### src/hw/pll_power_status_regs.svh
// register offsets, field positions, reset values and timing counts
// assumes one include per compile unit; guard protects repeats
`ifndef PLL_POWER_STATUS_REGS_SVH
`define PLL_POWER_STATUS_REGS_SVH
`define ADDR_PWR_CTRL 8'h05
`define ADDR_CALWORD 8'h06
`define ADDR_LOCK_STATUS 8'h07
`define ADDR_MISC 8'h08
`define ADDR_LAST 8'h3f
`define PWR_RESET 16'h0030
`define PWR_WR_MASK 16'h07e1
`define B_REF 0
`define B_PSFB 1
`define B_PFD 2
`define B_FODCLK 3
`define B_PSFBA 4
`define B_PSFBB 5
`define B_LOCKDET 6
`define B_CP 7
`define B_VCOBUF 8
`define B_VCO 9
`define B_VCOBUF2 10
`define S_LOCK 0
`define S_UNLOCK 1
`define S_CFG 2
`define S_CAL 3
`define S_BUSY 4
`define S_CRC 5
`define S_WRERR 6
`define S_RDERR 7
`define S_NVWR 8
`define S_NVRD 9
`define S_PORV 10
`define S_LOCKA 11
`define POR_TIME_NS 200
`define POR_CYC ((`POR_TIME_NS + 19) / 20)
`endif

### src/hw/pll_power_status_pkg.sv
// types shared by the power and status register bank
// assumes the _regs header supplies the numbers
package pll_power_status_pkg;
    typedef enum logic [2:0] {
        ST_POR = 3'b001,
        ST_WAIT_CAL = 3'b010,
        ST_RUN = 3'b100
    } pll_seq_t;
    typedef logic [15:0] word_t;
endpackage

### src/hw/status_sticky.sv
// one sticky status flag: set wins over clear
// assumes synchronous active-high reset
`timescale 1ns/1ps
`default_nettype none
module status_sticky (
    input wire logic clk,
    input wire logic sys_rst,
    input wire logic set_in,
    input wire logic clr_in,
    output var logic flag_r
);
    typedef struct packed {
        logic flag;
    } sticky_state_t;
    sticky_state_t st_r;
    sticky_state_t st_nxt;
    always_comb
    begin
        st_nxt = st_r;
        if (set_in)
        begin
            st_nxt.flag = 1'b1;
        end
        else if (clr_in)
        begin
            st_nxt.flag = 1'b0;
        end
    end
    always_ff @(posedge clk)
    begin
        if (sys_rst)
        begin
            st_r <= '0;
        end
        else
        begin
            st_r <= st_nxt;
        end
    end
    assign flag_r = st_r.flag;
endmodule
`default_nettype wire

### src/hw/pll_power_status_regs.sv
// pll power-down controls and calibration/lock/nvm status registers
// assumes a serial front end gives one-cycle rd/wr strobes with 8-bit address
`timescale 1ns/1ps
`default_nettype none
`include "pll_power_status_regs.svh"
module pll_power_status_regs (
    input wire logic clk,
    input wire logic sys_rst,
    input wire logic reset_sync_pin_n,
    input wire logic reg_wr,
    input wire logic reg_rd,
    input wire logic [7:0] reg_addr,
    input wire logic [15:0] reg_wdata,
    output logic [15:0] reg_rdata,
    input wire logic [15:0] cal_word_in,
    input wire logic [15:0] misc_word_in,
    input wire logic cal_start,
    input wire logic cal_finish,
    input wire logic cfg_finish,
    input wire logic crc_mismatch,
    input wire logic nvm_active,
    input wire logic nvm_rd_phase,
    input wire logic nvm_wr_phase,
    input wire logic nvm_op_req,
    input wire logic lock_in,
    input wire logic lock_analog_in,
    input wire logic vcobuf_por_in,
    output logic [15:0] pll_power_r,
    output logic status_busy_r
);
    import pll_power_status_pkg::*;

    ////////////////////////////////////////////////////////////////////
    typedef struct packed {
        pll_seq_t seq;
        logic [7:0] por_cnt;
        logic [15:0] pwr;
        logic [15:0] rdata;
        logic cal;
        logic cfg;
        logic crc;
        logic busy;
        logic rderr;
        logic wrerr;
        logic lock;
        logic locka;
        logic porv;
    } bank_state_t;

    bank_state_t st_r;
    bank_state_t st_nxt;
    logic hard_rst;
    logic nvrd_flag;
    logic nvwr_flag;
    logic unlock_flag;
    logic rd_status;
    logic recal;

    function automatic logic above_last(input logic [7:0] a);
        above_last = a > `ADDR_LAST;
    endfunction

    ////////////////////////////////////////////////////////////////////
    // hard reset from the pin acts like power-on reset for the bank
    assign hard_rst = sys_rst | ~reset_sync_pin_n;
    assign rd_status = reg_rd & (reg_addr == `ADDR_LOCK_STATUS);
    assign recal = cal_start;

    status_sticky u_nvrd (
        .clk(clk),
        .sys_rst(hard_rst),
        .set_in(nvm_op_req & nvm_rd_phase),
        .clr_in(rd_status),
        .flag_r(nvrd_flag)
    );
    status_sticky u_nvwr (
        .clk(clk),
        .sys_rst(hard_rst),
        .set_in(nvm_op_req & nvm_wr_phase),
        .clr_in(rd_status),
        .flag_r(nvwr_flag)
    );
    // recalibration clears, but a fresh loss in that cycle still wins
    status_sticky u_unlock (
        .clk(clk),
        .sys_rst(hard_rst),
        .set_in(st_r.cal & st_r.lock & ~lock_in),
        .clr_in(recal),
        .flag_r(unlock_flag)
    );

    ////////////////////////////////////////////////////////////////////
    always_comb
    begin
        st_nxt = st_r;
        st_nxt.busy = nvm_active;
        st_nxt.lock = lock_in;
        st_nxt.locka = lock_analog_in;
        st_nxt.porv = vcobuf_por_in;
        if (cal_finish)
        begin
            st_nxt.cal = 1'b1;
        end
        else if (recal)
        begin
            st_nxt.cal = 1'b0;
        end
        if (cfg_finish)
        begin
            st_nxt.cfg = 1'b1;
        end
        if (crc_mismatch)
        begin
            st_nxt.crc = 1'b1;
        end
        if (reg_rd && above_last(reg_addr))
        begin
            st_nxt.rderr = 1'b1;
        end
        if (reg_wr && above_last(reg_addr))
        begin
            st_nxt.wrerr = 1'b1;
        end
        // power-up sequencer drives the state-machine bits
        case (st_r.seq)
            ST_POR:
            begin
                st_nxt.pwr[`B_PSFBA] = 1'b0;
                st_nxt.pwr[`B_FODCLK] = 1'b0;
                st_nxt.pwr[`B_PSFB] = 1'b0;
                st_nxt.pwr[`B_PFD] = 1'b1;
                st_nxt.por_cnt = st_r.por_cnt + 8'h01;
                if (st_r.por_cnt == 8'(`POR_CYC - 1))
                begin
                    st_nxt.seq = ST_WAIT_CAL;
                    st_nxt.pwr[`B_PSFBA] = 1'b1;
                    st_nxt.pwr[`B_FODCLK] = 1'b1;
                    st_nxt.pwr[`B_PSFB] = 1'b1;
                end
            end
            ST_WAIT_CAL:
            begin
                st_nxt.pwr[`B_PFD] = 1'b1;
                if (st_r.cal)
                begin
                    st_nxt.pwr[`B_PFD] = 1'b0;
                    st_nxt.seq = ST_RUN;
                end
            end
            ST_RUN:
            begin
                if (recal)
                begin
                    st_nxt.pwr[`B_PFD] = 1'b1;
                    st_nxt.seq = ST_WAIT_CAL;
                end
            end
            default:
            begin
                st_nxt.seq = ST_POR;
            end
        endcase
        // software owns the plain power-down bits; sequencer bits are not writable
        if (reg_wr && reg_addr == `ADDR_PWR_CTRL)
        begin
            st_nxt.pwr = (st_r.pwr & ~`PWR_WR_MASK) | (reg_wdata & `PWR_WR_MASK);
        end
        // input path kill bit stays writable; keeping it clear is up to the host
        // read data registered one cycle after the strobe
        if (reg_rd)
        begin
            case (reg_addr)
                `ADDR_PWR_CTRL: st_nxt.rdata = st_r.pwr;
                `ADDR_CALWORD: st_nxt.rdata = cal_word_in;
                `ADDR_LOCK_STATUS:
                begin
                    st_nxt.rdata = 16'h0000;
                    st_nxt.rdata[`S_LOCKA] = st_r.locka;
                    st_nxt.rdata[`S_PORV] = st_r.porv;
                    st_nxt.rdata[`S_NVRD] = nvrd_flag;
                    st_nxt.rdata[`S_NVWR] = nvwr_flag;
                    st_nxt.rdata[`S_RDERR] = st_r.rderr;
                    st_nxt.rdata[`S_WRERR] = st_r.wrerr;
                    st_nxt.rdata[`S_CRC] = st_r.crc;
                    st_nxt.rdata[`S_BUSY] = st_r.busy;
                    st_nxt.rdata[`S_CAL] = st_r.cal;
                    st_nxt.rdata[`S_CFG] = st_r.cfg;
                    st_nxt.rdata[`S_UNLOCK] = unlock_flag;
                    st_nxt.rdata[`S_LOCK] = st_r.lock;
                end
                `ADDR_MISC: st_nxt.rdata = misc_word_in;
                default: st_nxt.rdata = 16'h0000;
            endcase
        end
    end

    always_ff @(posedge clk)
    begin
        if (hard_rst)
        begin
            st_r <= '0;
            st_r.seq <= ST_POR;
            st_r.pwr <= `PWR_RESET;
        end
        else
        begin
            st_r <= st_nxt;
        end
    end

    assign reg_rdata = st_r.rdata;
    assign pll_power_r = st_r.pwr;
    assign status_busy_r = st_r.busy;
endmodule
`default_nettype wire

### config.mk
export PLATFORM = sky130hd
export DESIGN_NAME = pll_power_status_regs
export DESIGN_NICKNAME = d
export VERILOG_FILES = /design/src/hw/pll_power_status_pkg.sv /design/src/hw/status_sticky.sv /design/src/hw/pll_power_status_regs.sv
export VERILOG_INCLUDE_DIRS = /design/src /design/src/hw
export SDC_FILE = /design/constraint.sdc
export NUM_CORES = 1
export LEC_CHECK = 0
export ABC_CLOCK_PERIOD_IN_PS = 3750
export BUFFER_PORTS_ARGS = -buffer_cell sky130_fd_sc_hd__buf_2
export CORE_ASPECT_RATIO = 2
export CORE_MARGIN = 10
export CORE_UTILIZATION = 42
export CTS_CLUSTER_DIAMETER = 150
export DETAILED_ROUTE_END_ITERATION = 12
export GPL_TIMING_DRIVEN = 0
export PLACE_DENSITY = 0.69
export SLEW_MARGIN = 20
export SYNTH_ARGS = -nofsm -noshare
export SYNTH_HDL_FRONTEND = slang
export SYNTH_HIERARCHICAL = 1
export SYNTH_SLANG_ARGS = --single-unit
### constraint.sdc
create_clock -name clk -period 3.75 [get_ports clk]
set_input_delay 0.375 -clock clk [delete_from_list [all_inputs] [get_ports clk]]
set_output_delay 0.375 -clock clk [all_outputs]
set_load 0.1 [all_outputs]
==> results.md, run 1 <==
* Crit path max-delay family: buffers and inverters
* TritonCTS clock tree: yes
* Non-Filler Instances at 434
* Synthesized cell area at 2527 sq um
* Worst-path clk slew at 0.06 ns
* Avg Inst Size Synth at 9.361 sq um
* TritonRoute pass-1 iters at 6
* Post-synthesis sequential area ratio at 38.81%
* Antenna Cells at 0
* IO Count at 105
* Nets at 444
* Crit Path Class: reg2out
* Skew final at 0.004128 ns
* Min Tclk post-route at 1.642 ns
* CP max-delay cell: dfxtp_1
* Placed cell count at 426
* Routability congestion estimate at 0.8495
* Via count at 2194
* CTS Buffer Depth at 2
* Gate Count Post-Synth at 270
* Crit path largest cell delay at 0.43 ns
* Yosys warning count at 6
* Fmax at 609.0 MHz
* Min-Delay Path Class: in2reg
* Reg2Reg Depth at 5
* Setup TNS at 0 ns
* CTS Sinks at 49
* Hpwl dp at 5315 um
* Critical Path RT at 3.38 ns
* Iter 0 DRT Violations at 143
* Max VDD drop at 0.0003034 V
* Row cnt at 40
* # port buffers at 89
* Hold Vio Cnt, Final at 0
* Total grt overflow at 0
* Slew Limit Fails at 0
* Drt wl/cell at 15.27 um
* Initial antenna violation count at 0
* Hold_buf cts at 0
* Tightest Pin Transition at 0.6890 ns
* Worst Hold Depth at 2
* Netlist cell types at 50
* Fraction of final layout cells sized beyond drive strength 1 at 45.55%
* H-Tree Depth at 2
* Final setup fails at 0
* Detail Route Antenna Nets at 0
* First-pass GRT wire length at 10390 um
* Final Core Density at 54.28%
* WL final at 6627 um
* WP depth at 2
* Die area at 9708 sq um
* P_leak at 1.523 nW
* Period utilization at 43.79%
* Largest net degree at the start of global routing at 15
* Crit Path Max Fanout at 5
* TritonCTS Buffers at 5
* Core Region at 5906 sq um
* Result of the run: completed
* Startpoint types: register
* GRT Util Overall at 13.62%
* DRC at 0
* #FFs+latches synth at 49
* Initial core utilization at 42.80%
* CP Buf/Inv Count at 2
* CP Data Arrival Time at 1.27 ns
* Power density over the cells at 342.0 nW/um^2
* Die width at 74.85 um
* Most used DFF post-synth: dfxtp_1
* Die H at 129.7 um
* Root Driver: clkbuf_16
* FFs w/ async S/R, synth at 0%
* Total power at 1.096 mW
* MaxCap Viol Count at 0
* Crit path capture type: output pin
* Setup Buffers After CTS at 0
* RSZ-0062 raised after global routing: false
* CP Cell Sequence: buf_4 -> buf_2
* Number of flops mapped to enable cells by yosys at 0
* Clock insertion delay at the later pin of the skew report at 0.29 ns
* Via/cell ratio at 5.055
* Vias in the first global route at 2262
* Slew HR at 54.06%
* Synth-to-Final Area Change at 26.83%
* CTS resizes at 0
state kept, by name, indices dropped and copies added (netlist names):
register	count
u_nvwr/flag_r	1
status_busy_r	1
reg_rdata	16
u_unlock/flag_r	1
u_nvrd/flag_r	1
pll_power_r	10
st_r	19
layer usage:
metal	global-route usage (%)	share of wire (%)	up-vias	wire, um
met5	0	0	-	0
met4	5.045	1.5	0	102
met3	5.627	11	9	701
met2	20.91	44	95	2910
met1	16.39	44	970	2913
li1	-	-	1120	-
synthesized netlist by cell type (2+ instances only):
cell type / count / share of area [%]
mux2_2: 10 / 4.5
nand3_1: 2 / 0.40
nand3b_1: 2 / 0.59
a21oi_1: 9 / 1.8
nand4_1: 5 / 1.2
nor3b_1: 2 / 0.59
xnor2_1: 3 / 1.0
buf_6: 4 / 1.8
nor2_1: 22 / 3.3
ha_1: 2 / 0.99
or2_2: 2 / 0.49
buf_2: 3 / 0.59
a21bo_2: 2 / 0.79
mux2i_1: 8 / 3.2
nor3_1: 7 / 1.4
a21oi_2: 4 / 1.4
a222oi_1: 11 / 4.4
a22oi_1: 4 / 1.2
o21ai_0: 9 / 1.8
dfxtp_1: 49 / 39
and2_1: 7 / 1.7
and3_1: 2 / 0.49
xor2_1: 3 / 1.0
nand2_1: 20 / 3.0
inv_1: 8 / 1.2
a31oi_1: 2 / 0.49
o21ai_1: 5 / 0.99
nand2b_1: 5 / 1.2
buf_4: 33 / 9.8
o21ai_2: 5 / 1.7
where the power goes:
part	leakage (nW)	total [mW]	switching, mW	internal, mW
Sequential	0.397	0.533	0.00536	0.528
Combinational	1.06	0.134	0.0803	0.0539
Clock	0.0706	0.429	0.184	0.245
per-stage QoR:
stage,hold slack (ns),setup slack [ns],cell area (sq um)
6_report,0.2909,2.108,3206
5_1_grt,0.2887,2.066,3206
4_1_cts,0.2870,2.101,3206
3_5_place_dp,0.4426,1.907,3067
3_3_place_gp,0.4404,1.944,3067
2_1_floorplan,0.4263,2.277,2542
final timing paths:
kind                                                   from                          to  slack [ns]
worst max register to register        st_r[41]$_SDFFE_PP0P_       st_r[49]$_SDFFE_PP1P_        2.23
worst max-delay path            pll_power_r[3]$_SDFFE_PP0P_              pll_power_r[1]        2.11
worst min register to register   reg_rdata[11]$_SDFFE_PP0P_  reg_rdata[11]$_SDFFE_PP0P_        0.45
worst min-delay path                             nvm_active    status_busy_r$_SDFF_PP0_        0.29
cells by family (layout without fill, tap and decap cells):
logic type	count (synthesis)	in the layout	share of synthesized area, %
buf+inv	51	148	14.21
compound gates	53	53	15.15
xor+xnor	6	6	2.080
other cells	1	5	0.1484
simple gates	90	90	20.99
mux	18	18	7.624
fa+ha+maj	2	2	0.9899
flops	49	49	38.81
layout by cell type (no fill, tap or decap), types with 2 or more instances in the layout:
master,n
xor2_1,3
nand3b_1,2
clkbuf_16,5
buf_4,33
nor3_1,7
mux2i_1,8
a21oi_1,9
nor3b_1,2
a31oi_1,2
and2_1,7
nand3_1,2
a222oi_1,11
a22oi_1,4
or2_2,2
inv_1,8
nand2_1,20
nand4_1,5
o21ai_1,5
clkinv_2,2
o21ai_2,5
buf_6,4
dfxtp_1,49
conb_1,5
and3_1,2
a21oi_2,4
nand2b_1,5
buf_2,92
mux2_2,10
o21ai_0,9
ha_1,2
nor2_1,22
xnor2_1,3
clkbuf_1,2
a21bo_2,2
cell type report:
type | count | area, sq um
fill | 570 | 2700
multi-input combinational | 174 | 1202
sequential | 49 | 980.9
timing repair buffer | 89 | 445.4
buffer | 43 | 329.1
clock buffer | 6 | 128.9
tap | 63 | 78.83
inverter | 8 | 30.03
clock inverter | 2 | 10.01
worst reg2reg max path: cells and delay by family (launching register included):
| kind | cells | cell delay, ns |
|---|---|---|
| and+or+nand+nor | 2 | 0.58 |
| DFF | 1 | 0.40 |
| AOI/OAI and AO/OA | 2 | 0.24 |
| adders and majority gates | 1 | 0.16 |
Note: power is estimated with default switching activity, not from simulation.
==> inputs of run 2 (changes only) <==
ABC_AREA = 1   (was unset)
ABC_CLOCK_PERIOD_IN_PS = 1400   (was 3750)
PLACE_DENSITY = 0.71   (was 0.69)
clock period = 1.4 ns   (was 3.75 ns; I/O delays follow)
==> results.md, run 2 <==
* Hold_buf cts at 0 (unchanged)
* Largest net degree at the start of global routing at 15 (unchanged)
* CTS Buffer Depth at 2 (unchanged)
* Largest family of logic cells by synthesized area: simple AND/OR/NAND/NOR gates (unchanged)
* Hold path start: reg_wdata[5] (was nvm_active)
* Capturing point of the worst reg2reg path: st_r[46]$_SDFFE_PP0P_ (was st_r[49]$_SDFFE_PP1P_)
* Commonest non-fill, non-tap cell in the layout: buf_2 (unchanged)
* Critical Path RT at 1.26 ns (was 3.38 ns)
* Vias in the first global route at 2866 (was 2262)
* Synth-to-Final Area Change at 26.99% (was 26.83%)
* Startpoint types: register (unchanged)
* Power density over the cells at 872.8 nW/um^2 (was 342.0 nW/um^2)
* Synth Area in Compound Gates at 11.33% (was 15.15%)
* Worst-path clk slew at 0.07 ns (was 0.06 ns)
* MaxCap Viol Count at 0 (unchanged)
* Crit path largest cell delay at 0.41 ns (was 0.43 ns)
* Max FFs per register at 19 (unchanged)
* Fillers at 677 (was 570)
* First-pass GRT wire length at 12830 um (was 10390 um)
* Met1 Wirelength at 2716 um (was 2913 um)
* Nets at 559 (was 444)
* Routability congestion estimate at 0.8819 (was 0.8495)
* Flop pwr share at 48.4% (was 48.6%)
* Netlist cell types at 28 (was 50)
* Setup ws final at 0.03504 ns (was 2.108 ns)
* CP max-delay cell: buf_2 (was dfxtp_1)
* Post-synthesis simple-gate area fraction at 31.59% (was 20.99%)
* P_leak at 1.695 nW (was 1.523 nW)
* Detail Route Antenna Nets at 0 (unchanged)
* Synth area leaders: dfxtp_1, nand2_1, nand3_1, buf_4, a21oi_1 (was dfxtp_1, buf_4, mux2_2, a222oi_1, nor2_1)
* Min Tclk post-route at 1.365 ns
* Non-Filler Instances at 572 (was 434)
* XOR/XNOR share of the synthesized area at 0.3291% (was 2.079%)
* Fmax at 732.6 MHz
* Row cnt at 41 (was 40)
* Iter 0 DRT Violations at 156 (was 143)
* Antenna Cells at 0 (unchanged)
* Final setup fails at 0 (unchanged)
* Fraction of final layout cells sized beyond drive strength 1 at 32.30% (was 45.55%)
* Initial core utilization at 42.52% (was 42.80%)
* NetSw at 752.7 uW (was 269.9 uW)
* Commonest non-fill, non-tap cells in the layout: buf_2, nand2_1, nand3_1 (was buf_2, dfxtp_1, buf_4)
* CP Data Arrival Time at 1.22 ns (was 1.27 ns)
* Reg2reg setup slack at 0.17 ns (was 2.23 ns)
* Register area at 980.9 sq um (unchanged)
* Reg2Reg Depth at 6 (was 5)
* # port buffers at 89 (unchanged)
* Setup Buffers After CTS at 0 (unchanged)
* Setup TNS at 0 ns (unchanged)
* TritonRoute pass-1 iters at 4 (was 6)
* Clk pwr share at 39.7% (was 39.1%)
* Slew Limit Fails at 0 (unchanged)
* Synth area leader: dfxtp_1 (unchanged)
* Internal power at 2.197 mW (was 826.6 uW)
* FFs w/ async S/R, synth at 0% (unchanged)
* Total power at 2.950 mW (was 1.096 mW)
* WL final at 7644 um (was 6627 um)
* Crit Path Max Fanout at 3 (was 5)
* Most used DFF post-synth: dfxtp_1 (unchanged)
* Hpwl dp at 6344 um (was 5315 um)
* Placed cell count at 564 (was 426)
* Avg Inst Size Synth at 6.912 sq um (was 9.361 sq um)
* Post-synthesis sequential area ratio at 36.86% (was 38.81%)
* TritonCTS Buffers at 5 (unchanged)
* Met3 WL post-DR at 434 um (was 701 um)
* Hold Vio Cnt, Final at 0 (unchanged)
* Largest reg by FF count: st_r (unchanged)
* Period utilization at 97.50%
* Synthesized cell area at 2661 sq um (was 2527 sq um)
* Drt wl/cell at 13.36 um (was 15.27 um)
* Gate Count Post-Synth at 385 (was 270)
* Worst r2r src: st_r[51]$_SDFFE_PP0P_ (was st_r[41]$_SDFFE_PP0P_)
* Hold EP: pll_power_r[5]$_SDFFE_PP1P_ (was status_busy_r$_SDFF_PP0_)
* CTS resizes at 2 (was 0)
* Via/cell ratio at 4.717 (was 5.055)
* Slew HR at 65.62% (was 54.06%)
* Met2 wire length at 4102 um (was 2910 um)
* GRT Util Overall at 15.28% (was 13.62%)
* Area occupied by multi-input gates at 1197 sq um (was 1202 sq um)
* Dpl ws at 0.02654 ns (was 1.907 ns)
* Crit path capture type: output pin (unchanged)
* Crit Path Class: reg2out (unchanged)
* DRC at 0 (unchanged)
* Total grt overflow at 0 (unchanged)
* Worst Hold Depth at 3 (was 2)
* Die H at 132.6 um (was 129.7 um)
* Core Region at 6259 sq um (was 5906 sq um)
* Clock insertion delay at the later pin of the skew report at 0.29 ns (about the same)
* Via count at 2698 (was 2194)
* TritonCTS clock tree: yes (unchanged)
* Root Driver: clkbuf_16 (unchanged)
* H-Tree Depth at 2 (unchanged)
* Die width at 76.29 um (was 74.85 um)
* Top routing layer used: met4 (unchanged)
* Die area at 10110 sq um (was 9708 sq um)
* Synth top area share at 36.86% (was 38.81%)
* Result of the run: completed (unchanged)
* Synth cell count leaders: nand2_1, nand3_1, dfxtp_1 (was dfxtp_1, buf_4, nor2_1)
* Number of flops mapped to enable cells by yosys at 0 (unchanged)
* RSZ-0062 raised after global routing: false (unchanged)
* Final Core Density at 54.00% (was 54.28%)
* Switching Share at 25.52% (was 24.61%)
* CP Buf/Inv Count at 2 (unchanged)
* CP Cell Sequence: buf_4 -> buf_2 (unchanged)
* Synth Area in Adders at 0.9403% (was 0.9901%)
* Skew final at 0.006896 ns (was 0.004128 ns)
* Max VDD drop at 0.0008480 V (was 0.0003034 V)
* Comb power frac at 11.9% (was 12.2%)
* CTS Sinks at 49 (unchanged)
* Yosys warning count at 6 (unchanged)
* Initial antenna violation count at 0 (unchanged)
* IO Count at 105 (unchanged)
* Post-synthesis mux area share at 0% (was 7.624%)
* Min-Delay Path Class: in2reg (unchanged)
* Most common cell in the netlist: nand2_1 (was dfxtp_1)
* Tightest Pin Transition at 0.5157 ns (was 0.6890 ns)
* Crit path max-delay family: buffers and inverters (unchanged)
* #FFs+latches synth at 49 (unchanged)
## run 2: changes by cell type after synthesis, sizes merged, moves of 10 or more
cell,delta
nand3,+62
mux2,-10
a21oi,+25
inv,+26
a222oi,-11
nand2,+69
## run 2: metrics by stage
step,area (sq um),hold WS [ns]
detailed placement,3229,0.3521
finish,3379,0.04753
global placement,3229,0.3436
global route,3379,0.04313
floorplan,2676,0.2522
CTS,3374,0.04607
## run 2: power groups by stage
| stage | logic, mW | clock network [mW] | registers, mW |
|---|---|---|---|
| floorplan | 0.215 | 0 | 1.46 |
| global placement | 0.347 | 0 | 1.46 |
| detailed placement | 0.351 | 0 | 1.46 |
| CTS | 0.353 | 1.19 | 1.43 |
| global route | 0.385 | 1.24 | 1.43 |
| finish | 0.352 | 1.17 | 1.43 |
## run 2: worst max-delay path by stage
stage,start,end,slack [ns],cells past startpoint
5_1_grt,st_r[51]$_SDFFE_PP0P_,st_r[48]$_SDFFE_PP0P_,0.002,6
3_3_place_gp,sys_rst,reg_rdata[12]$_SDFFE_PP0P_,0.06,5
2_1_floorplan,status_busy_r$_SDFF_PP0_,reg_rdata[4]$_SDFFE_PP0P_,0.003,4
4_1_cts,pll_power_r[5]$_SDFFE_PP1P_,pll_power_r[5],0.006,2
6_report,pll_power_r[9]$_SDFFE_PP0P_,pll_power_r[9],0.04,2
3_5_place_dp,sys_rst,reg_rdata[12]$_SDFFE_PP0P_,0.03,5
## run 2: layout make-up
class	count	share of cell area, %
Clock inverter	1	0.2221
Sequential cell	49	29.03
Timing Repair Buffer	89	13.40
Clock buffer	7	3.924
Multi-Input combinational cell	253	35.43
Buffer	49	10.55
Tap cell	86	3.184
Inverter	38	4.258
## run 2: logic make-up after synthesis
kind of cell    after synthesis
simple gates                188
flops                        49
xor+xnor                      1
fa+ha+maj                     2
other cells                   1
buf+inv                      87
compound gates               57
## run 2: per-layer routing
layer	GRT usage [%]	vias up
li1	-	1398
met1	14.04	1185
met2	28.90	87
met3	3.731	28
met4	9.459	0
met5	0	-
## run 2: worst register-to-register path, cell delays in order (launching register included)
cell	delay, ns
dfxtp_1	0.31
inv_1	0.11
nand3_2	0.18
nor2_2	0.19
nand3_1	0.11
o21ai_0	0.17
a21oi_1	0.06
